[config.mk]
export PLATFORM = sky130hd
export DESIGN_NAME = spi_slave_byte_interface
export DESIGN_NICKNAME = d
export VERILOG_FILES = /design/src/verilog/spi_slave_byte_interface.v /design/src/verilog/sync_fifo.v /design/src/verilog/display_sink.v
export VERILOG_INCLUDE_DIRS = /design/src /design/src/verilog
export SDC_FILE = /design/constraint.sdc
export NUM_CORES = 1
export LEC_CHECK = 0
export ABC_AREA = 1
export BUFFER_PORTS_ARGS = -buffer_cell sky130_fd_sc_hd__buf_4
export CAP_MARGIN = 20
export CORE_UTILIZATION = 55
export DETAILED_ROUTE_END_ITERATION = 7
export PLACE_DENSITY = 0.73
export SLEW_MARGIN = 20
export SYNTH_ARGS = -nofsm -noshare
export SYNTH_HDL_FRONTEND = slang
export SYNTH_HIERARCHICAL = 1
export SYNTH_SLANG_ARGS = --single-unit
[constraint.sdc]
create_clock -name clk_sys -period 3 [get_ports clk_sys]
set_input_delay 0.6 -clock clk_sys [delete_from_list [all_inputs] [get_ports clk_sys]]
set_output_delay 0.6 -clock clk_sys [all_outputs]
set_load 0.01 [all_outputs]
[src/verilog/spi_slave_defs.vh]
// constants for the spi slave byte interface
`ifndef SPI_SLAVE_DEFS_VH
`define SPI_SLAVE_DEFS_VH
`define BYTE_WIDTH        8
`define BIT_CNT_WIDTH     3
`define BIT_CNT_LAST      3'h7
`define SUB_RW_BIT        7
`define SUB_SEL_HI        6
`define SUB_SEL_LO        5
`define SUB_SEL_MATCH     2'h1
`define CTRL_CONT_BIT     7
`define CTRL_RS_BIT       6
`define FIFO_DEPTH        8
`define FIFO_ADDR_WIDTH   3
`define PTR_WIDTH         7
`define PTR_RESET         7'h00
`define RAM_DEPTH         128
`endif

[src/verilog/spi_slave_byte_interface.v]
// four-line spi slave front end with byte classification
`timescale 1ns/1ns
`default_nettype none
`include "spi_slave_defs.vh"
module spi_slave_byte_interface (
   // clock and reset
   input  wire                   clk_sys,
   input  wire                   reset,
   // spi pins
   input  wire                   chipEnable_n,
   input  wire                   serialClock,
   input  wire                   serial_data_in,
   output reg                    serial_data_out,
   output reg                    serialDataOutEn,
   // decoded outputs
   output reg  [`BYTE_WIDTH-1:0] cmdData,
   output reg                    cmdStrobe,
   output reg  [`PTR_WIDTH-1:0]  dataPtr,
   output reg                    overflow
);
   localparam ST_SUB  = 4'b0001;
   localparam ST_CTRL = 4'b0010;
   localparam ST_DATA = 4'b0100;
   localparam ST_SKIP = 4'b1000;

   // pin synchronisers
   reg [1:0] ceSync_reg;
   reg [1:0] sclSync_reg;
   reg [1:0] sdiSync_reg;
   reg       sclLast_reg;
   wire      ceActive;
   wire      sclRise;
   wire      sclFall;

   always @(posedge clk_sys or posedge reset) begin
      if (reset) begin
         ceSync_reg  <= 2'h3;
         sclSync_reg <= 2'h0;
         sdiSync_reg <= 2'h0;
         sclLast_reg <= 1'b0;
      end else begin
         ceSync_reg  <= {ceSync_reg[0], chipEnable_n};
         sclSync_reg <= {sclSync_reg[0], serialClock};
         sdiSync_reg <= {sdiSync_reg[0], serial_data_in};
         sclLast_reg <= sclSync_reg[1];
      end
   end

   assign ceActive = !ceSync_reg[1];
   assign sclRise  = ceActive && sclSync_reg[1] && !sclLast_reg;
   assign sclFall  = ceActive && !sclSync_reg[1] && sclLast_reg;

   // byte assembly
   reg [`BYTE_WIDTH-1:0]   shift_reg;
   reg [`BIT_CNT_WIDTH-1:0] bitCnt_reg;
   reg [3:0]               state_reg;
   reg [3:0]               state_next;
   reg                     readMode_reg;
   reg                     isCmd_reg;
   reg                     contCtrl_reg;
   reg                     pushValid;
   reg [`BYTE_WIDTH:0]     pushData;
   wire [`BYTE_WIDTH-1:0]  rxByte;
   wire                    byteDone;
   wire                    fifoReady;
   wire                    fifoValid;
   wire [`BYTE_WIDTH:0]    fifoData;
   wire                    sinkReady;
   wire [`BYTE_WIDTH-1:0]  sinkRead;
   wire [`BYTE_WIDTH-1:0]  sinkCmd;
   wire                    sinkStrobe;
   wire [`PTR_WIDTH-1:0]   sinkPtr;
   reg [`BYTE_WIDTH-1:0]   txShift_reg;

   assign rxByte   = {shift_reg[`BYTE_WIDTH-2:0], sdiSync_reg[1]};
   assign byteDone = sclRise && (bitCnt_reg == `BIT_CNT_LAST);

   always @(posedge clk_sys or posedge reset) begin
      if (reset) begin
         shift_reg  <= 8'h00;
         bitCnt_reg <= 3'h0;
      end else if (!ceActive) begin
         shift_reg  <= 8'h00;
         bitCnt_reg <= 3'h0;
      end else if (sclRise) begin
         shift_reg  <= rxByte;
         bitCnt_reg <= bitCnt_reg + 1'b1;
      end
   end

   // byte classification
   always @* begin
      state_next = state_reg;
      pushValid  = 1'b0;
      pushData   = {isCmd_reg, rxByte};
      if (byteDone) begin
         case (state_reg)
            ST_SUB: begin
               if (rxByte[`SUB_SEL_HI:`SUB_SEL_LO] == `SUB_SEL_MATCH) begin
                  state_next = ST_CTRL;
               end else begin
                  state_next = ST_SKIP;
               end
            end
            ST_CTRL: begin
               state_next = readMode_reg ? ST_SKIP : ST_DATA;
            end
            ST_DATA: begin
               pushValid  = 1'b1;
               state_next = contCtrl_reg ? ST_CTRL : ST_DATA;
            end
            ST_SKIP: begin
               state_next = ST_SKIP;
            end
            default: begin
               state_next = ST_SUB;
            end
         endcase
      end
   end

   always @(posedge clk_sys or posedge reset) begin
      if (reset) begin
         state_reg    <= ST_SUB;
         readMode_reg <= 1'b0;
         isCmd_reg    <= 1'b0;
         contCtrl_reg <= 1'b0;
         overflow     <= 1'b0;
      end else if (!ceActive) begin
         state_reg    <= ST_SUB;
         readMode_reg <= 1'b0;
         contCtrl_reg <= 1'b0;
      end else begin
         state_reg <= state_next;
         if (byteDone && state_reg == ST_SUB) begin
            // a foreign select code must never turn the output on
            readMode_reg <= rxByte[`SUB_RW_BIT] &&
                            (rxByte[`SUB_SEL_HI:`SUB_SEL_LO] == `SUB_SEL_MATCH);
         end
         if (byteDone && state_reg == ST_CTRL) begin
            isCmd_reg    <= !rxByte[`CTRL_RS_BIT];
            contCtrl_reg <= rxByte[`CTRL_CONT_BIT];
         end
         if (pushValid && !fifoReady) begin
            overflow <= 1'b1;
         end
      end
   end

   sync_fifo #(
      .WIDTH (`BYTE_WIDTH + 1),
      .DEPTH (`FIFO_DEPTH),
      .AW    (`FIFO_ADDR_WIDTH)
   ) byteFifo (
      .clk_sys  (clk_sys),
      .reset    (reset),
      .inData   (pushData),
      .inValid  (pushValid),
      .inReady  (fifoReady),
      .outData  (fifoData),
      .outValid (fifoValid),
      .outReady (sinkReady)
   );

   display_sink sink (
      .clk_sys   (clk_sys),
      .reset     (reset),
      .inData    (fifoData),
      .inValid   (fifoValid),
      .inReady   (sinkReady),
      .readData  (sinkRead),
      .cmdData   (sinkCmd),
      .cmdStrobe (sinkStrobe),
      .dataPtr   (sinkPtr)
   );

   // readout path and output registers
   always @(posedge clk_sys or posedge reset) begin
      if (reset) begin
         txShift_reg     <= 8'h00;
         serial_data_out <= 1'b0;
         serialDataOutEn <= 1'b0;
         cmdData         <= 8'h00;
         cmdStrobe       <= 1'b0;
         dataPtr         <= `PTR_RESET;
      end else begin
         cmdData   <= sinkCmd;
         cmdStrobe <= sinkStrobe;
         dataPtr   <= sinkPtr;
         if (!ceActive || !readMode_reg || state_reg == ST_SUB) begin
            serialDataOutEn <= 1'b0;
            serial_data_out <= 1'b0;
            txShift_reg     <= sinkRead;
         end else if (sclFall) begin
            serialDataOutEn <= 1'b1;
            serial_data_out <= txShift_reg[`BYTE_WIDTH-1];
            if (bitCnt_reg == 3'h0) begin
               serial_data_out <= sinkRead[`BYTE_WIDTH-1];
               txShift_reg     <= {sinkRead[`BYTE_WIDTH-2:0], 1'b0};
            end else begin
               txShift_reg <= {txShift_reg[`BYTE_WIDTH-2:0], 1'b0};
            end
         end
      end
   end
endmodule
`default_nettype wire

[src/verilog/sync_fifo.v]
// parameterised synchronous fifo with valid/ready on both sides
`timescale 1ns/1ns
`default_nettype none
module sync_fifo #(
   parameter WIDTH = 9,
   parameter DEPTH = 8,
   parameter AW    = 3
) (
   // clock and reset
   input  wire             clk_sys,
   input  wire             reset,
   // fill side
   input  wire [WIDTH-1:0] inData,
   input  wire             inValid,
   output wire             inReady,
   // drain side
   output wire [WIDTH-1:0] outData,
   output wire             outValid,
   input  wire             outReady
);
   reg [WIDTH-1:0] mem [0:DEPTH-1];
   reg [AW:0]      wrPtr_reg;
   reg [AW:0]      rdPtr_reg;
   wire            doWrite;
   wire            doRead;

   assign inReady  = (wrPtr_reg[AW-1:0] != rdPtr_reg[AW-1:0]) ||
                     (wrPtr_reg[AW] == rdPtr_reg[AW]);
   assign outValid = (wrPtr_reg != rdPtr_reg);
   assign outData  = mem[rdPtr_reg[AW-1:0]];
   assign doWrite  = inValid && inReady;
   assign doRead   = outValid && outReady;

   always @(posedge clk_sys) begin
      if (doWrite) begin
         mem[wrPtr_reg[AW-1:0]] <= inData;
      end
   end

   always @(posedge clk_sys or posedge reset) begin
      if (reset) begin
         wrPtr_reg <= {(AW+1){1'b0}};
         rdPtr_reg <= {(AW+1){1'b0}};
      end else begin
         if (doWrite) begin
            wrPtr_reg <= wrPtr_reg + 1'b1;
         end
         if (doRead) begin
            rdPtr_reg <= rdPtr_reg + 1'b1;
         end
      end
   end
endmodule
`default_nettype wire

[src/verilog/display_sink.v]
// display ram and command sink fed from the byte fifo
`timescale 1ns/1ns
`default_nettype none
`include "spi_slave_defs.vh"
module display_sink (
   // clock and reset
   input  wire                     clk_sys,
   input  wire                     reset,
   // byte stream: bit 8 set marks command
   input  wire [`BYTE_WIDTH:0]     inData,
   input  wire                     inValid,
   output reg                      inReady,
   // readback of the byte at the pointer
   output reg  [`BYTE_WIDTH-1:0]   readData,
   // decoded commands
   output reg  [`BYTE_WIDTH-1:0]   cmdData,
   output reg                      cmdStrobe,
   output reg  [`PTR_WIDTH-1:0]    dataPtr
);
   reg [`BYTE_WIDTH-1:0] ram [0:`RAM_DEPTH-1];
   reg                   take;

   always @* begin
      take = inValid && inReady;
   end

   always @(posedge clk_sys) begin
      if (take && !inData[`BYTE_WIDTH]) begin
         ram[dataPtr] <= inData[`BYTE_WIDTH-1:0];
      end
   end

   always @(posedge clk_sys or posedge reset) begin
      if (reset) begin
         inReady   <= 1'b0;
         cmdData   <= 8'h00;
         cmdStrobe <= 1'b0;
         dataPtr   <= `PTR_RESET;
         readData  <= 8'h00;
      end else begin
         // every other cycle ready, so the fifo can really back up
         inReady   <= !inReady;
         cmdStrobe <= 1'b0;
         readData  <= ram[dataPtr];
         if (take) begin
            if (inData[`BYTE_WIDTH]) begin
               cmdData   <= inData[`BYTE_WIDTH-1:0];
               cmdStrobe <= 1'b1;
            end else begin
               dataPtr <= dataPtr + 1'b1;
            end
         end
      end
   end
endmodule
`default_nettype wire

# Word-level counts from Yosys, hierarchy flattened
# Memories as Yosys holds them, arrays and structs flattened. A register that Yosys moved wholly into a read port is not among the register bits.
# Cells that the tools add are included.
# word_totals
ff_bits	76
mem_bits_rw	1096
inputBits	5
out_inout_bits	19
word_cells	103
n_memories	2
# op_classes
add_sub_neg	4
n_eq_ne	9
muxes	30
n_bitwise	2
n_reduce_logical	33
# mem_list
memory	words	word_bits	rd	rd_clocked_by_memory_dff	wr	line	rtl
sink.ram	128	8	1	1	1	display_sink.v:20	reg [`BYTE_WIDTH-1:0] ram [0:`RAM_DEPTH-1];
byteFifo.mem	8	9	1	0	1	sync_fifo.v:21	reg [WIDTH-1:0] mem [0:DEPTH-1];
# op_table
operator	count
8-bit two-way mux	3
1-bit two-way mux	17
4-bit two-way mux	4
4-bit case mux with 4 select lines	1
7-bit two-way mux	2
1-bit logical AND	12
2-bit nonzero test	5
3-bit two-way mux	3
4-bit by 1-bit adder with 4-bit output (second input constant)	2
1-bit zero test	8
2-bit AND reduction	4
7-bit by 1-bit adder with 7-bit output (second input constant)	1
4-bit by 1-bit equality test with 1-bit output (second input constant)	1
4-bit by 2-bit equality test with 1-bit output (second input constant)	1
4-bit by 3-bit equality test with 1-bit output (second input constant)	1
4-bit equality test (second input constant)	1
4-bit inequality test	1
3-bit by 1-bit adder with 3-bit output (second input constant)	1
3-bit equality test (second input constant)	1
3-bit zero test	1
1-bit logical OR	3
3-bit inequality test	1
2-bit by 1-bit equality test with 1-bit output (second input constant)	1
1-bit NOT	2
1-bit equality test	1

# Longest topological paths before layout
# Gate-level depths: netlist of run 1.
# depth
ltp_word	8
depth_mapped	14
mapped_depth_nobuf	13

# Hierarchy
# Netlist of run 1, hierarchy kept.
# modules_own_cells
module	n_inst	cells_each	area_per_inst_um2	seq_area_each_um2
display_sink	1	4367	45004.4	31375.1
sync_fifo	1	288	3339.5	2362.3
spi_slave_byte_interface	1	206	2097.0	1280.0

# Worst setup path after synthesis of run 1
# OpenSTA, ideal clock, no wires.
# synth_path
path_type	reg-to-reg
from	register byteFifo.rdPtr_reg[0]
to	memory sink/ram[0][0] in the netlist's numbering (data pin)
setup_ns	0.515
t_arrival_ns	2.595
required_ns	2.485
slack_ns	-0.110
path_stages_with_launch	8
n_path_buf	2
synth_period_minus_slack_ns	3.110
cell_sequence	dfrtp_1 > inv_2 > buf_2 > buf_2 > nor2_1 > o22ai_1 > nand2_1 > nand2_1
# synth_via
elab_chain_len	1
# synth_rtl
item	line	rtl
start, declared	sync_fifo.v:23	reg [AW:0] rdPtr_reg;
start signal, assigned	sync_fifo.v:43	rdPtr_reg <= {(AW+1){1'b0}};
start signal, assigned	sync_fifo.v:49	rdPtr_reg <= rdPtr_reg + 1'b1;
memory read 8 x 9 bit	--	
named net fifoData[0]	spi_slave_byte_interface.v:67	wire [`BYTE_WIDTH:0] fifoData;
end, declared	display_sink.v:20	
# The timed path passes the listed nets, and every way through them passes these cells.

# Worst setup path after layout of run 1
# layout_path
from	register byteFifo.rdPtr_reg[0]
to	memory sink/ram[91][1] in the netlist's numbering, enable pin
# layout_via
elab_chain_len	5
elab_cells_between_ends	7
classes_between	1 x eq/ne; 2 x mux; 3 x reduce/logical; 1 x memory
# layout_rtl
item	line	rtl
memory read 8 x 9 bit	--	
named net fifoData[8]	spi_slave_byte_interface.v:67	
1-bit zero test	display_sink.v:28	if (take && !inData[`BYTE_WIDTH]) begin
1-bit logical AND	display_sink.v:28	
1-bit two-way mux	display_sink.v:28	
1-bit two-way mux	display_sink.v:29	ram[dataPtr] <= inData[`BYTE_WIDTH-1:0];
# The timed path passes the listed nets, and every way through them passes these cells.

==> results.ini, run 1 <==
[finish]
final_cell_area_mm2 = 0.0573
area_delta_synth_final_pct = 13.7
multi_input_area_mm2 = 0.0113
diodes = 0
nNetsFinal = 5056
nFillCells = 6901
final_util = 0.634
seqCellArea_mm2 = 0.0350
drive_gt1_frac = 0.0975
final_common_cell = nand2_1
final_cell_mix = nand2_1, edfxtp_1, inv_1
largest-register = sink/ram
largest_register_ffs = 1024

[cts]
clk_latency_ps = 700
cts.sinks = 1180
root_buffer = clkbuf_16
cts_htree_levels = 3
post-cts-setup-buffers = 0
cts_tree = done
path_clk_slew_ps = 60
cts_made_buffers = 115
clk_path_buf_depth = 3

[setup_path]
required_ps = 3390
crit_path_end_kind = register
rr_worst_depth = 13
path_class = reg2reg
rr_endpoint = sink/ram[91][1]$_DFFE_PP_
slowest_delay_ps = 470
critPathArrivalTime_ps = 3130
cp_max_fo = 13
reg2reg_from = byteFifo/rdPtr_reg[0]$_DFFE_PP0P_
cp-start-kind = register
slowest_stage = dfrtp_2
reg2reg_setup_slack_ps = 270
path_cells = inv_2 -> o21ai_0 -> o22ai_1 -> nand2_1 -> nand2_1 -> nor3_1 -> buf_4 -> inv_1 -> nor2_4 -> nand2_1 -> buf_4 -> nor2_1 -> buf_4

[grt]
first_global_vias = 32800
grt_max_degree = 121
grtUsageTotal = 0.267
antenna_found_initial = 3
grt_first_pass_wirelength_um = 188000
grt_overflow_total = 0

[route]
drcViolationCount = 0
viasPerCell = 5.38
ant_nets = 0
wirelength_um = 123000
dr_total_vias = 34000
first_pass_iters = 6
wl_per_cell_um = 19.5
drt_iter0_drc = 4321

[worst_hold_path]
hold_path.class = reg2reg
hold_path.startpoint = sink/cmdStrobe$_DFF_PP0_
min_to = cmdStrobe$_DFF_PP0_
hold_depth = 0

[sta]
setup_viol_count_final = 0
rsz0062_at_grt = no
drv_slew = 0
fin_ws_ps = 267
relSlewSlack = 0.439
hold_viol_final = 0
period_minus_slack_ps = 2730
worst_pin_slew_ps = 840
fin_skew_ps = 17.4
fin_crit_sh = 0.911
tns_ps = 0
max_freq_mhz = 366

[power]
p_sw_w = 0.00601
p_total_w = 0.0318
clock_power_share = 0.440
internal-power_w = 0.0258
leakagePower_nw = 24.5
peakVddDrop_mv = 0.475
p_sw_frac = 0.189
seqPwrFrac = 0.557
cellPowerDensity_mw_per_mm2 = 555
comb_power_share = 0.002

[floorplanning]
die-width_um = 305
die_h_um = 305
die_area_mm2 = 0.0929
core_area_mm2 = 0.0904
row_count = 110
io_pins = 24
start_util = 0.558

[synthesis]
synth_top_area_frac = 0.652
ys_seq_elements = 1180
syn_avg_cell_area_um2 = 10.4
synth_nets = 4872
seq_area_frac_synth = 0.694
syn_inst = 4861
yosys-top-cells-area = edfxtp_1, nand2_1, inv_1, nand3_1, dfrtp_1
netlist-cell-type-count = 38
syn_area_mm2 = 0.0504
synth.largest_area_cell = edfxtp_1
ys.warnings.count = 6

[placement]
finalWeightedCongestion = 0.911
hpwlAfterDp_um = 76100
io_buffers = 23
place_ws_ps = 222
postPlaceCellArea_mm2 = 0.0536

[outcome]
status = completed

[run]
maxCapViolCount = 0

cell usage after synthesis, drive strengths merged:
cell,n
xor2,8
ha,6
nor2,445
buf,128
o21ai,190
clkinv,4
nand2,1334
o22ai,24
nand4,27
a21o,1
a21oi,7
dfstp,3
or2,72
edfxtp,1096
dfrtp,81
clkbuf,77
nand3,472
o211ai,9
inv,875
nor3,2
final cells by class:
cell class	count	area share
inverter	879	0.0578
timing repair buffer	272	0.0441
sequential	1180	0.611
multi-input combinational	2597	0.198
clock buffer	157	0.0547
clock inverter	55	0.00914
tap	1176	0.0257
kinds of logic after synthesis:
kind of cell               after synthesis  synth area share
and+or+nand+nor                       2352             0.194
DFF                                   1180             0.694
xor gates and xnor gates                 8           0.00139
AOI/OAI and AO/OA                      231            0.0241
adders and majority gates                6           0.00149
buffers and inverters                 1084            0.0844
worst max-delay path by stage:
stage / slack (ps) / cells past startpoint / startpoint / to
2_1_floorplan: 200 / 13 / byteFifo/rdPtr_reg[0]$_DFFE_PP0P_ / sink/ram[30][0]$_DFFE_PP_
3_3_place_gp: 220 / 13 / byteFifo/rdPtr_reg[0]$_DFFE_PP0P_ / sink/ram[121][7]$_DFFE_PP_
3_5_place_dp: 220 / 13 / byteFifo/rdPtr_reg[0]$_DFFE_PP0P_ / sink/ram[121][6]$_DFFE_PP_
4_1_cts: 160 / 13 / byteFifo/rdPtr_reg[0]$_DFFE_PP0P_ / sink/ram[91][2]$_DFFE_PP_
5_1_grt: 10 / 13 / byteFifo/rdPtr_reg[0]$_DFFE_PP0P_ / sink/ram[91][1]$_DFFE_PP_
6_report: 270 / 13 / byteFifo/rdPtr_reg[0]$_DFFE_PP0P_ / sink/ram[91][1]$_DFFE_PP_
per-stage QoR:
step,hold slack [ps],instances
after floorplan,331,4861
after global placement,334,6100
after detailed placement,335,6100
after CTS,348,6316
after global routing,354,6316
final,347,6316
critical path: cells and delay by family (launching register included):
family	cells	cell delay (ps)
simple gates	6	810
flops	1	470
compound gates	2	270
buf+inv	5	880
power groups by stage:
stage / Combinational, W / Clock, W / Sequential [W]
global placement: 0.0000677 / 0 / 0.0181
finish: 0.0000716 / 0.0140 / 0.0177
CTS: 0.0000741 / 0.0142 / 0.0177
floorplan: 0.0000467 / 0 / 0.0181
detailed placement: 0.0000695 / 0 / 0.0181
global route: 0.0000820 / 0.0148 / 0.0177
metal layers:
| metal | track usage | share of wire | vias up |
|---|---|---|---|
| met1 | 0.371 | 0.41 | 16100 |
| met4 | 0.0968 | 0.034 | 4 |
| met5 | 0 | 0.00019 | - |
| met3 | 0.0410 | 0.089 | 288 |
| met2 | 0.429 | 0.47 | 1659 |
| li1 | - | - | 16000 |
timing repair:
item	4_1_cts	5_1_grt
endpoints found under the setup margin	0	625
hold endpoints to repair	21	0
gates resized for setup	0	1
hold buffers	4	0
Power figures use the tool's default switching activity.
==> inputs of run 2 (changes only) <==
--- a/config.mk
+++ b/config.mk
@@ -12,6 +12,7 @@
 export CORE_UTILIZATION = 55
 export DETAILED_ROUTE_END_ITERATION = 7
 export PLACE_DENSITY = 0.73
+export SETUP_SLACK_MARGIN = 0.4
 export SLEW_MARGIN = 20
 export SYNTH_ARGS = -nofsm -noshare
 export SYNTH_HDL_FRONTEND = slang
==> run 2 against run 1 <==
  * Via count up 0.78%
  * Setup slack improved by 170 ps
  * Clock skew about the same
  * Clock power hardly changed
  * Sequential share of layout area shrank 0.51 points
  * Maximum frequency increased by 6.5%
  * Cell area is 0.87% higher
  * Wire length grew 1.7%
  * Critical path depth unchanged
  * Global-route usage hardly changed
  * Critical endpoint is now sink/ram[93][5]$_DFFE_PP_
  * Largest power group unchanged
==> results.ini, run 2 (synthesis results as in run 1) <==
[cts]
path_clk_slew_ps = 60
cts.sinks = 1180
cts_tree = done
clk_path_buf_depth = 3
cts_made_buffers = 115
root_buffer = clkbuf_16
clk_latency_ps = 700
cts_htree_levels = 3

[route]
drcViolationCount = 0
first_pass_iters = 6
route.met3.wl_um = 11400
wl_met1_um = 50300
wirelength_um = 125000
viasPerCell = 5.40
ant_nets = 0
top_layer = met5
wl_per_cell_um = 19.7
wl_met2_um = 59300
drt_iter0_drc = 4340
dr_total_vias = 34300

[finish]
largest_register_ffs = 1024
final_cell_area_mm2 = 0.0578
final_common_cell = nand2_1
final_cell_mix = nand2_1, edfxtp_1, inv_1
drive_gt1_frac = 0.109
nNetsFinal = 5082
largest-register = sink/ram
area_delta_synth_final_pct = 14.6
diodes = 0

[setup_path]
critPathArrivalTime_ps = 2960
path_class = reg2reg
crit_path_end_kind = register
required_ps = 3390
cp-start-kind = register
cp_max_fo = 8

[power]
clock_power_share = 0.441
p_sw_frac = 0.189
seqPwrFrac = 0.557
internal-power_w = 0.0258
comb_power_share = 0.002
peakVddDrop_mv = 0.472
cellPowerDensity_mw_per_mm2 = 551
leakagePower_nw = 24.7
p_sw_w = 0.00602

[placement]
hpwlAfterDp_um = 76100
postPlaceCellArea_mm2 = 0.0536
io_buffers = 23
finalWeightedCongestion = 0.911

[worst_hold_path]
hold_path.class = reg2reg

[sta]
hold_viol_final = 0
fin_skew_ps = 17.8
fin_crit_sh = 0.855
setup_viol_count_final = 0
worst_pin_slew_ps = 851
max_freq_mhz = 390
period_minus_slack_ps = 2570
rsz0062_at_grt = yes
relSlewSlack = 0.432
drv_slew = 0
tns_ps = 0

[grt]
grt_max_degree = 121
grt_first_pass_wirelength_um = 188000
grt_overflow_total = 0
antenna_found_initial = 4
first_global_vias = 32800
grtUsageTotal = 0.267

[floorplanning]
die_h_um = 305
die-width_um = 305
row_count = 110
start_util = 0.558
io_pins = 24
core_area_mm2 = 0.0904
die_area_mm2 = 0.0929

[run]
maxCapViolCount = 0

[outcome]
status = completed

## run 2: cell types whose count changed in the layout (fill, tap and decap cells not counted), moves of 4 or more
| cell | change |
|---|---|
| nor2_2 | +12 |
| nand2_2 | +6 |
| dfrtp_2 | +7 |
| dfrtp_1 | -7 |
| nand2_1 | -9 |
| buf_6 | +17 |
| inv_4 | +4 |
| nor2_1 | -14 |
## run 2: routing by layer
layer  vias up  global-route usage
met4         4              0.0950
met3       269              0.0398
met5         -                   0
met1     16300               0.372
met2      1670               0.431
li1      16000                   -
## run 2: power by group through the flow
stage                     clock network [W]  registers (W)   logic, W
after CTS                            0.0142         0.0177  0.0000741
after global placement                    0         0.0181  0.0000677
after global routing                 0.0148         0.0177  0.0000820
final                                0.0140         0.0177  0.0000720
after detailed placement                  0         0.0181  0.0000695
after floorplan                           0         0.0181  0.0000467
## run 2: path summary, 6_finish.rpt
path / cells after the start / endpoint / slack (ps) / startpoint
min in group asynchronous: 3 / byteFifo/rdPtr_reg[0]$_DFFE_PP0P_ / 480 / reset
setup reg to reg: 13 / sink/ram[93][5]$_DFFE_PP_ / 430 / byteFifo/rdPtr_reg[0]$_DFFE_PP0P_
max in group asynchronous: 4 / serial_data_out$_DFFE_PP0P_ / 1560 / reset
hold reg to reg: 0 / cmdStrobe$_DFF_PP0_ / 350 / sink/cmdStrobe$_DFF_PP0_
setup / recovery: 13 / sink/ram[93][5]$_DFFE_PP_ / 430 / byteFifo/rdPtr_reg[0]$_DFFE_PP0P_
hold / removal: 0 / cmdStrobe$_DFF_PP0_ / 350 / sink/cmdStrobe$_DFF_PP0_
## run 2: repair_timing
item                                    4_1_cts  5_1_grt
endpoints found under the hold margin        21        0
endpoints found under the setup margin     1007     1024
resized for setup                            11       70
pin swaps                                     0       11
hold buffers                                  4        0
setup buffers                                 2       21
cloned                                        0        3
## run 2: area by class of cell
class / instances / area, um^2
inverter: 879 / 3320
sequential: 1180 / 35000
multi-input combinational: 2597 / 11500
clock buffer: 157 / 3140
timing repair buffer: 298 / 2890
fill: 6818 / 32600
tap: 1176 / 1470
clock inverter: 55 / 524
## run 2: critical path, stage by stage, from the launching register on
cell       delay, ps
dfrtp_2          470
buf_6            150
o21ai_2          120
o22ai_1           80
nand2_1           80
nand2_2           80
nor3_4           180
buf_6            150
inv_4             50
nor2_4           230
nand2_4          140
clkbuf_16        230
nor2_1           100
buf_4            190
## run 2: through the flow
stage | util | hold slack (ps) | total power, W | setup slack (ps) | instances
final | 0.640 | 346 | 0.0318 | 435 | 6342
after global routing | 0.640 | 354 | 0.0327 | 336 | 6342
after CTS | 0.634 | 348 | 0.0320 | 411 | 6318
after detailed placement | 0.593 | 335 | 0.0182 | 222 | 6100
after global placement | 0.593 | 334 | 0.0182 | 223 | 6100
after floorplan | - | 331 | 0.0181 | 201 | 4861
